[src/odtt_defines.svh]
/*
 * register offsets, field positions, reset values and timing counts
 * for the on-die thermal throttle register bank.
 * assumes inclusion by bare name from the design file.
 */
`ifndef ODTT_DEFINES_SVH
`define ODTT_DEFINES_SVH

// ----------------------------------------------------------------
// register byte offsets in configuration space
// ----------------------------------------------------------------
`define ODTT_OFS_STATUS 8'hf4
`define ODTT_OFS_COOL 8'hf6
`define ODTT_OFS_CTRL 8'hf7

// ----------------------------------------------------------------
// field positions
// ----------------------------------------------------------------
`define ODTT_ST_CATASTROPHIC 0
`define ODTT_ST_THROTTLE 1
`define ODTT_ST_PEAK 2
`define ODTT_COOL_MAX 0
`define ODTT_CT_PEAK_DIS 0
`define ODTT_CT_HINT_EN 1
`define ODTT_CT_ALERT_CONN 2
`define ODTT_CT_NO_MGMT 3

// ----------------------------------------------------------------
// reset values
// ----------------------------------------------------------------
`define ODTT_RST_STATUS 8'h00
`define ODTT_RST_COOL 8'h00
`define ODTT_RST_CTRL 8'h00
`define ODTT_RST_PEAK 9'h100

// ----------------------------------------------------------------
// alert window timing
// ----------------------------------------------------------------
`define ODTT_WINDOW_US 1
`define ODTT_CLK_MHZ 125
`define ODTT_WINDOW_CYC (`ODTT_WINDOW_US * `ODTT_CLK_MHZ)

`endif

[src/odtt_pkg.sv]
/*
 * types shared by the on-die thermal throttle register bank.
 * uses nothing from odtt_defines.svh.
 */
package odtt_pkg;
    typedef logic [8:0] odtt_temp_t;
    typedef logic [7:0] odtt_byte_t;
    typedef enum logic [1:0] {
        ODTT_SRC_NONE,
        ODTT_SRC_THROTTLE,
        ODTT_SRC_EXCURSION
    } odtt_alert_src_t;
endpackage : odtt_pkg

[src/odtt_sync.sv]
/*
 * two flip-flop synchroniser for one level input.
 * assumes the input may change at any time relative to clk.
 */
`timescale 1ns/1ps
module odtt_sync (
    // clock and reset
    input wire logic clk,
    input wire logic reset,
    // level in and out
    input wire logic async_in,
    output logic sync_out
);
    logic stage1;

    always_ff @(posedge clk) begin
        if (reset) begin
            stage1 <= 1'b0;
            sync_out <= 1'b0;
        end else begin
            stage1 <= async_in;
            sync_out <= stage1;
        end
    end
endmodule : odtt_sync

[src/odtt_ctrl.sv]
/*
 * status, cooling-level and control registers of the on-die thermal
 * throttling logic, with threshold compare, peak tracking, hint gating
 * and the windowed thermal alert pin.
 * assumes a byte-wide configuration access port on clk, thresholds
 * and sensor reading from same-clock logic, and an asynchronous
 * catastrophic trip input from the sensor pad.
 */
`timescale 1ns/1ps
`include "odtt_defines.svh"
module odtt_ctrl (
    // clock and reset
    input wire logic clk,
    input wire logic reset,
    // configuration access
    input wire logic cfg_wr,
    input wire logic cfg_rd,
    input wire logic [7:0] cfg_addr,
    input wire odtt_pkg::odtt_byte_t cfg_wdata,
    output odtt_pkg::odtt_byte_t cfg_rdata,
    output logic cfg_rvalid,
    // sensor and thresholds
    input wire odtt_pkg::odtt_temp_t live_sensor_reading,
    input wire odtt_pkg::odtt_temp_t high_threshold,
    input wire odtt_pkg::odtt_temp_t low_threshold,
    input wire odtt_pkg::odtt_temp_t standalone_throttle_threshold,
    input wire logic catastrophic_trip,
    // outputs to throttle logic and board
    output odtt_pkg::odtt_temp_t peak_temperature,
    output logic throttle_active,
    output logic throttle_hint,
    output logic thermal_alert_pin_n
);
    import odtt_pkg::*;

    // ----------------------------------------------------------------
    // registers
    // ----------------------------------------------------------------
    odtt_byte_t throttle_status;
    odtt_byte_t die_cooling_level;
    odtt_byte_t throttle_control;
    logic trip_sync;
    logic throttle_prev;
    logic window_seen;
    logic [15:0] window_cnt;
    odtt_alert_src_t alert_src;

    odtt_sync u_trip_sync (
        .clk(clk),
        .reset(reset),
        .async_in(catastrophic_trip),
        .sync_out(trip_sync)
    );

    // ----------------------------------------------------------------
    // decode
    // ----------------------------------------------------------------
    wire sel_status = cfg_addr == `ODTT_OFS_STATUS;
    wire sel_cool = cfg_addr == `ODTT_OFS_COOL;
    wire sel_ctrl = cfg_addr == `ODTT_OFS_CTRL;
    wire wr_status = cfg_wr && sel_status;
    wire wr_cool = cfg_wr && sel_cool;
    wire wr_ctrl = cfg_wr && sel_ctrl;

    wire maximum_cooling = die_cooling_level[`ODTT_COOL_MAX];
    wire peak_tracking_disable = throttle_control[`ODTT_CT_PEAK_DIS];
    wire hint_enable = throttle_control[`ODTT_CT_HINT_EN];
    wire alert_connect = throttle_control[`ODTT_CT_ALERT_CONN];
    wire no_mgmt_controller_mode = throttle_control[`ODTT_CT_NO_MGMT];

    // ----------------------------------------------------------------
    // threshold compare and throttle selection
    // ----------------------------------------------------------------
    // signed compare; half-degree steps keep the same ordering
    wire above_high = $signed(live_sensor_reading) >=
        $signed(high_threshold);
    wire below_low = $signed(live_sensor_reading) <
        $signed(low_threshold);
    wire above_standalone = $signed(live_sensor_reading) >=
        $signed(standalone_throttle_threshold);
    wire excursion = above_high || below_low;
    wire throttle_cond = no_mgmt_controller_mode ? above_standalone
                                                 : above_high;
    wire next_throttle = throttle_cond && !maximum_cooling;
    // rising edge only, so a long episode sets the flag once
    wire throttle_rise = next_throttle && !throttle_prev;

    // ----------------------------------------------------------------
    // peak tracking
    // ----------------------------------------------------------------
    // tracking allowed unless disabled; maximum cooling forces it on
    wire track_en = !peak_tracking_disable || maximum_cooling;
    wire peak_grow = track_en &&
        ($signed(live_sensor_reading) > $signed(peak_temperature));
    // a disable write restarts tracking from the lowest value
    wire peak_restart = wr_ctrl && cfg_wdata[`ODTT_CT_PEAK_DIS];
    wire peak_set = peak_grow && !peak_tracking_disable;

    // ----------------------------------------------------------------
    // alert windows
    // ----------------------------------------------------------------
    wire window_end = window_cnt == 16'(`ODTT_WINDOW_CYC - 1);
    wire window_event = (alert_src == ODTT_SRC_THROTTLE) ? next_throttle :
                        (alert_src == ODTT_SRC_EXCURSION) ? excursion : 1'b0;

    always_comb begin
        alert_src = ODTT_SRC_NONE;
        if (alert_connect && !no_mgmt_controller_mode) begin
            alert_src = ODTT_SRC_THROTTLE;
        end else if (alert_connect) begin
            alert_src = ODTT_SRC_EXCURSION;
        end
    end

    // ----------------------------------------------------------------
    // status flags; set wins over a same-cycle clear
    // ----------------------------------------------------------------
    wire [2:0] st_set = {peak_set, throttle_rise, trip_sync};
    // only bits 2:0 exist; upper write bits are dropped
    wire [2:0] st_clr = wr_status ? cfg_wdata[2:0] : 3'h0;
    wire [2:0] next_st = st_set | (throttle_status[2:0] & ~st_clr);

    always_ff @(posedge clk) begin
        if (reset) begin
            throttle_status <= `ODTT_RST_STATUS;
        end else begin
            throttle_status <= {5'h00, next_st};
        end
    end

    // ----------------------------------------------------------------
    // control and cooling registers
    // ----------------------------------------------------------------
    // reserved bits are not stored, so they always read zero
    always_ff @(posedge clk) begin
        if (reset) begin
            die_cooling_level <= `ODTT_RST_COOL;
            throttle_control <= `ODTT_RST_CTRL;
        end else begin
            if (wr_cool) begin
                die_cooling_level <= {7'h00, cfg_wdata[0]};
            end
            if (wr_ctrl) begin
                throttle_control <= {4'h0, cfg_wdata[3:0]};
            end
        end
    end

    // ----------------------------------------------------------------
    // peak register
    // ----------------------------------------------------------------
    // restart beats growth, so a disable write always lands on the floor
    always_ff @(posedge clk) begin
        if (reset) begin
            peak_temperature <= `ODTT_RST_PEAK;
        end else if (peak_restart) begin
            peak_temperature <= `ODTT_RST_PEAK;
        end else if (peak_grow) begin
            peak_temperature <= live_sensor_reading;
        end
    end

    // ----------------------------------------------------------------
    // throttle outputs
    // ----------------------------------------------------------------
    // hint and active change on one edge; no skew between them
    always_ff @(posedge clk) begin
        if (reset) begin
            throttle_prev <= 1'b0;
            throttle_active <= 1'b0;
            throttle_hint <= 1'b0;
        end else begin
            throttle_prev <= next_throttle;
            throttle_active <= next_throttle;
            throttle_hint <= next_throttle && hint_enable;
        end
    end

    // ----------------------------------------------------------------
    // alert pin
    // ----------------------------------------------------------------
    // events seen in one window drive the pin through the next one
    always_ff @(posedge clk) begin
        if (reset) begin
            window_cnt <= 16'h0000;
            window_seen <= 1'b0;
            thermal_alert_pin_n <= 1'b1;
        end else if (window_end) begin
            window_cnt <= 16'h0000;
            window_seen <= 1'b0;
            thermal_alert_pin_n <= !(window_seen || window_event);
        end else begin
            window_cnt <= window_cnt + 16'h0001;
            window_seen <= window_seen || window_event;
        end
    end

    // ----------------------------------------------------------------
    // read port
    // ----------------------------------------------------------------
    wire [7:0] rd_mux = sel_status ? throttle_status :
                        sel_cool ? die_cooling_level :
                        sel_ctrl ? throttle_control : 8'h00;

    always_ff @(posedge clk) begin
        if (reset) begin
            cfg_rdata <= 8'h00;
            cfg_rvalid <= 1'b0;
        end else begin
            cfg_rdata <= cfg_rd ? rd_mux : 8'h00;
            cfg_rvalid <= cfg_rd;
        end
    end
endmodule : odtt_ctrl

[config.mk]
export PLATFORM = sky130hd
export DESIGN_NAME = odtt_ctrl
export DESIGN_NICKNAME = d
export VERILOG_FILES = /design/src/odtt_pkg.sv /design/src/odtt_sync.sv /design/src/odtt_ctrl.sv
export VERILOG_INCLUDE_DIRS = /design/src
export SDC_FILE = /design/constraint.sdc
export NUM_CORES = 1
export LEC_CHECK = 0
export BUFFER_PORTS_ARGS = -buffer_cell sky130_fd_sc_hd__clkbuf_2
export CORE_MARGIN = 4
export CORE_UTILIZATION = 47
export CTS_CLUSTER_DIAMETER = 40
export DETAILED_ROUTE_END_ITERATION = 8
export MAX_ROUTING_LAYER = met4
export PLACE_DENSITY = 0.76
export SYNTH_ARGS = -nofsm -noshare
export SYNTH_HDL_FRONTEND = slang
export SYNTH_SLANG_ARGS = --single-unit
[constraint.sdc]
create_clock -name clk -period 1.7 [get_ports clk]
set_input_delay 0.17 -clock clk [delete_from_list [all_inputs] [get_ports clk]]
set_output_delay 0.17 -clock clk [all_outputs]
set_load 0.005 [all_outputs]
## Word-level counts from Yosys, hierarchy flattened

Index checks and enable logic that the tools add are counted.

- Eq/ne operators: 6
- Bitwise operators: 4
- Order comparisons: 4
- Add/subtract/negate cells: 1
- Reductions and logical operators: 21
- Mux-type cells: 9
- Shifts and indexed selects: 0
- Divide/modulo/power cells: 0
- Multiply operators: 0

Operator list:

| operator | count |
|---|---|
| 8-bit == test (second input constant) | 3 |
| 9-bit >= comparator | 2 |
| 16-bit by 1-bit adder with 16-bit output (second input constant) | 1 |
| 16-bit by 7-bit == test with 1-bit output (second input constant) | 1 |
| 1-bit logical AND | 10 |
| 9-bit > comparator | 1 |
| 9-bit less-than comparator | 1 |
| 4-bit two-way mux | 2 |
| 8-bit two-way mux | 1 |
| 2-bit OR reduction | 3 |
| 1-bit logical NOT | 5 |
| 2-bit two-way mux | 2 |
| 3-bit bitwise AND | 1 |
| 1-bit logical OR | 3 |
| 1-bit two-way mux | 3 |
| 3-bit two-way mux | 1 |
| 3-bit inverter | 1 |
| 3-bit bitwise OR | 1 |
| 2-bit by 1-bit == test with 1-bit output (second input constant) | 1 |
| 2-bit == test (second input constant) | 1 |
| 1-bit inverter | 1 |

- Register bits after elaboration: 53
- ROM bits: 0
- Memories: 0
- Bits in writable memories: 0
- Output and inout port bits: 21
- Bits in latches: 0

## Logic depth before layout (Yosys ltp)

- Depth after elaboration: 8
- Depth in mapped cells: 9

## Cells and area by module

From an unflattened synthesis, not the netlist that was laid out.

- Cells, all modules: 325
- Area total of the unflattened synthesis: 2760.1 um^2

By module, submodules not included:

| module | instances | seq. area each (um^2) | cells each | area an instance (um^2) |
|---|---|---|---|---|
| odtt_ctrl | 1 | 840.8 | 321 | 2707.6 |
| odtt_sync | 1 | 40.0 | 4 | 52.6 |

## Worst setup path before layout

Ideal clock, no wire load.

- Path type: reg-to-reg
- Start point: register peak_temperature[6]
- End point: register peak_temperature[8]
- Cell stages (with the launch flop): 9
- Slack: -0.141 ns
- Required time: 1.580 ns
- Arrival: 1.722 ns
- Library setup time: 0.120 ns
- Period minus slack after synthesis: 1.841 ns
- Cell sequence: dfxtp_1 > inv_1 > ha_1 > a211oi_1 > nand2_1 > o221ai_1 > a21oi_1 > buf_2 > a211o_1

- Word-level cells in the longest chain between the ends: 2

RTL lines:

| element | line | RTL |
|---|---|---|
| start: declaration | odtt_ctrl.sv:29 | `output odtt_pkg::odtt_temp_t peak_temperature,` |
| start signal: assignment | odtt_ctrl.sv:155 | `` peak_temperature <= `ODTT_RST_PEAK; `` |
| start signal: assignment | odtt_ctrl.sv:157 | `` peak_temperature <= `ODTT_RST_PEAK; `` |
| start signal: assignment | odtt_ctrl.sv:159 | `peak_temperature <= live_sensor_reading;` |
| 9-bit > comparator | odtt_ctrl.sv:94 | `($signed(live_sensor_reading) > $signed(peak_temperature));` |
| 1-bit logical AND | odtt_ctrl.sv:93 | `wire peak_grow = track_en &&` |

No other way between the ends.
A chain may end at the register's enable or synchronous reset.

## Worst setup path in the final report

- Start point: register peak_temperature[1]
- End point: register peak_temperature[6]

The elaborated chain is that of the path after synthesis.

==> summary.txt <==
Global route
  – Vias in the first global route: 2700
  – Initial antenna violation count: 0
  – GRT overflow: 0
  – First-pass GRT wire length: approximately 12000 µm
  – Pin count of the biggest net entering global routing: 17
  – Gr usage total: 0.2074

Finish
  – Final Core Density: 0.6726
  – Synthesis-to-finish area growth: 38.71%
  – Most frequent cells in the layout: clkbuf_2 (69), nor2_1 (38), buf_4 (38), inv_1 (34), dfxtp_1 (34)
  – Commonest non-fill, non-tap cell in the layout: clkbuf_2
  – Fillers: 441
  – Layout cell share with drive strength beyond 1: 0.3776
  – Antenna Cells: 0
  – Final-stage net count: between 500 and 600

Detailed routing
  – # DRC: 0
  – Aggregate routed wire length: 7139 µm
  – Vias per cell: roughly 5.3
  – Post-detailed-route count of antenna-violating nets: 0
  – First DRT Iteration DRCs: approximately 150
  – DR vias: between 2000 and 3000
  – Length of the first detailed-routing pass in iterations: 4
  – WL/cell: between 10 and 15 µm

Timing
  – Slew Viols, Final: 0
  – Max Clock Freq: ~530 MHz
  – Clock Skew: 7.437 ps
  – Final hold violation count: 0
  – Min cycle time layout: around 1900 ps
  – RSZ-0062 raised after global routing: yes
  – Final period util: 1.108
  – Final worst slack: -183.5 ps
  – Final Setup Violations: 9

Yosys
  – EDFF count, synth: 0
  – Synth warnings: 0
  – Post-Syn Area: approximately 2700 µm²
  – Synth async-reset ratio: 0
  – Share of the synthesized area in the top cell type: 0.3299
  – Post-synthesis cell type count: just under 50
  – Largest area contributor in the synthesized netlist: dfxtp_1
  – Syn Area/Cell: around 8.4 µm²
  – Main synth FF type: dfxtp_1
  – Seq cells post-synth: between 40 and 50
  – Cell count after synthesis: around 320
  – Sequential area share after synthesis: 0.3299
  – Ranking of synthesized cells by area: dfxtp_1 (33%), ha_1 (17%), inv_1 (6.0%), nor2_1 (5.3%), mux2i_1 (5.2%)

Placed design
  – Dpl hpwl: about 5300 µm
  – Number of port buffers: between 60 and 70
  – GP Congestion: between 0.8 and 0.9

Clock network
  – Clock latency at the later pin of the worst-skew pair: about 310 ps
  – Root buf cell: clkbuf_8
  – Cts bufs inserted: 5
  – Num Clock Sinks: 44
  – CTS H-tree depth: 2
  – Clk slew on worst S/H paths: 90 ps
  – TritonCTS clock tree: done
  – Clock buffer depth: 2

Critical path
  – Crit path DAT: 2080 ps
  – Critical path launch point type: flop
  – Critical path endpoint category: flop
  – Reg-to-reg slack, setup: -180 ps
  – Critical path type: reg2reg
  – Crit path required time: approximately 1900 ps
  – Crit-path max FO: 5

Flow run
  – Max-cap violations: 0

Min path
  – Hold Path Class: in2reg

Power and ir drop
  – Clock group share of total power: 0.309
  – Leak: between 1.5 and 2 nW
  – Sw Share: 0.2946
  – Pwr Density: approximately 730 nW/µm²
  – Sequential Power Share: 0.411
  – Switching pwr: ~800 µW
  – Total power: between 2 and 3 mW
  – Logic pwr share: 0.280
  – Internal: 1.918 mW
  – Worst vdd ir: ~0.50 mV

Run status
  – Failing checks: setup timing
  – Outcome: finished, violations left

Floorplan
  – DIE AREA: about 7000 µm²
  – Die width: about 83 µm
  – # rows: 27
  – Core Area: ~5500 µm²
  – # IOs: a little under 80
  – Starting Density: 0.4849
  – Die height: roughly 83 µm
[synthesized netlist by cell type (2+ instances only)]
cell and count:
buf_4 4, and3_1 4, clkbuf_1 4, inv_1 43, nor2_1 38, o21ai_1 2
xor2_1 9, nor3_1 3, nand2_1 16, ha_1 37, nand3b_1 2, dfxtp_1 44
xnor2_1 2, o31ai_1 2, a21o_1 2, nand3_1 13, nand2b_1 3, nor2b_1 7
a2111oi_0 2, mux2i_1 14, a31oi_1 3, or3_1 3, buf_2 3, nand4_1 7
a21oi_1 19, o21ai_0 7, o211ai_1 4
[registers in the layout, summed over array words and instances, names as in the netlist]
register	flops
cfg_rdata	4
die_cooling_level	1
throttle_control	4
u_trip_sync.stage1	1
throttle_hint	1
window_seen	1
cfg_rvalid	1
throttle_prev	1
throttle_status	3
thermal_alert_pin_n	1
window_cnt	16
peak_temperature	9
u_trip_sync.sync_out	1
[through the flow]
| step | cells | hold WS, ps | instance area, µm² | worst slack [ps] | setup TNS [ps] |
|---|---|---|---|---|---|
| final | 501 | 81.13 | 3704 | -183.5 | -1365 |
| after global routing | 501 | 83.23 | 3704 | -239.0 | -2003 |
| after CTS | 497 | 83.22 | 3632 | -119.7 | -813.9 |
| after detailed placement | 488 | 392.7 | 3390 | -335.7 | -3145 |
| after global placement | 488 | 393.4 | 3390 | -300.4 | -2464 |
| after floorplan | 322 | 253.1 | 2734 | -38.97 | -110.7 |
[power by group through the flow]
stage	Sequential (mW)	Combinational [mW]	Clock (mW)
2_1_floorplan	1.14	0.354	0
3_3_place_gp	1.13	0.617	0
3_5_place_dp	1.13	0.640	0
4_1_cts	1.11	0.716	0.840
5_1_grt	1.12	0.841	0.890
6_report	1.12	0.762	0.839
[per-layer routing]
metal,track usage,part of all wire,vias up
li1,-,-,1307
met4,0.08024,0.026,0
met2,0.3630,0.50,83
met5,-,0,-
met1,0.2312,0.42,1240
met3,0.04167,0.054,15
[logic make-up after synthesis]
family                     after synthesis  share of synthesized area
and+or+nand+nor                        105                     0.1954
other                                    1                   0.001404
DFF                                     44                     0.3299
muxes                                   14                    0.05248
AOI/OAI and AO/OA                       53                     0.1284
xor gates and xnor gates                11                    0.03609
buffers and inverters                   54                    0.08294
adders and majority gates               37                     0.1734
[final cells by class]
class / count / area, µm² / share of cell area
Multi-Input combinational cell: 224 / 1770 / 0.4780
Sequential cell: 44 / 893.4 / 0.2412
Timing Repair Buffer: 110 / 673.1 / 0.1818
Inverter: 43 / 161.4 / 0.04358
Tap cell: 72 / 90.09 / 0.02432
Clock buffer: 5 / 68.82 / 0.01858
Clock inverter: 3 / 46.29 / 0.01250
[critical path, stage by stage (launching register included)]
cell	delay, ps
dfxtp_2	350
inv_2	40
ha_4	210
nand4_1	160
nor3_2	80
a221o_1	290
a21oi_2	190
buf_6	170
mux2i_1	220
nor2_1	60
[worst paths after layout]
check / start / endpoint / cells past startpoint
min reg2reg: window_seen / thermal_alert_pin_n / 1
min: catastrophic_trip / u_trip_sync.stage1 / 2
max reg2reg: peak_temperature[1] / peak_temperature[6] / 9
max: peak_temperature[1] / peak_temperature[6] / 9
[what timing repair did]
| item | 4_1_cts | 5_1_grt |
|---|---|---|
| pin swaps | 6 | 4 |
| endpoints found under the setup margin | 11 | 16 |
| buffers inserted | 0 | 4 |
| cloned | 1 | 0 |
| gates resized for setup | 23 | 12 |
| hold buffers | 0 | 0 |
Power figures use the tool's default switching activity.
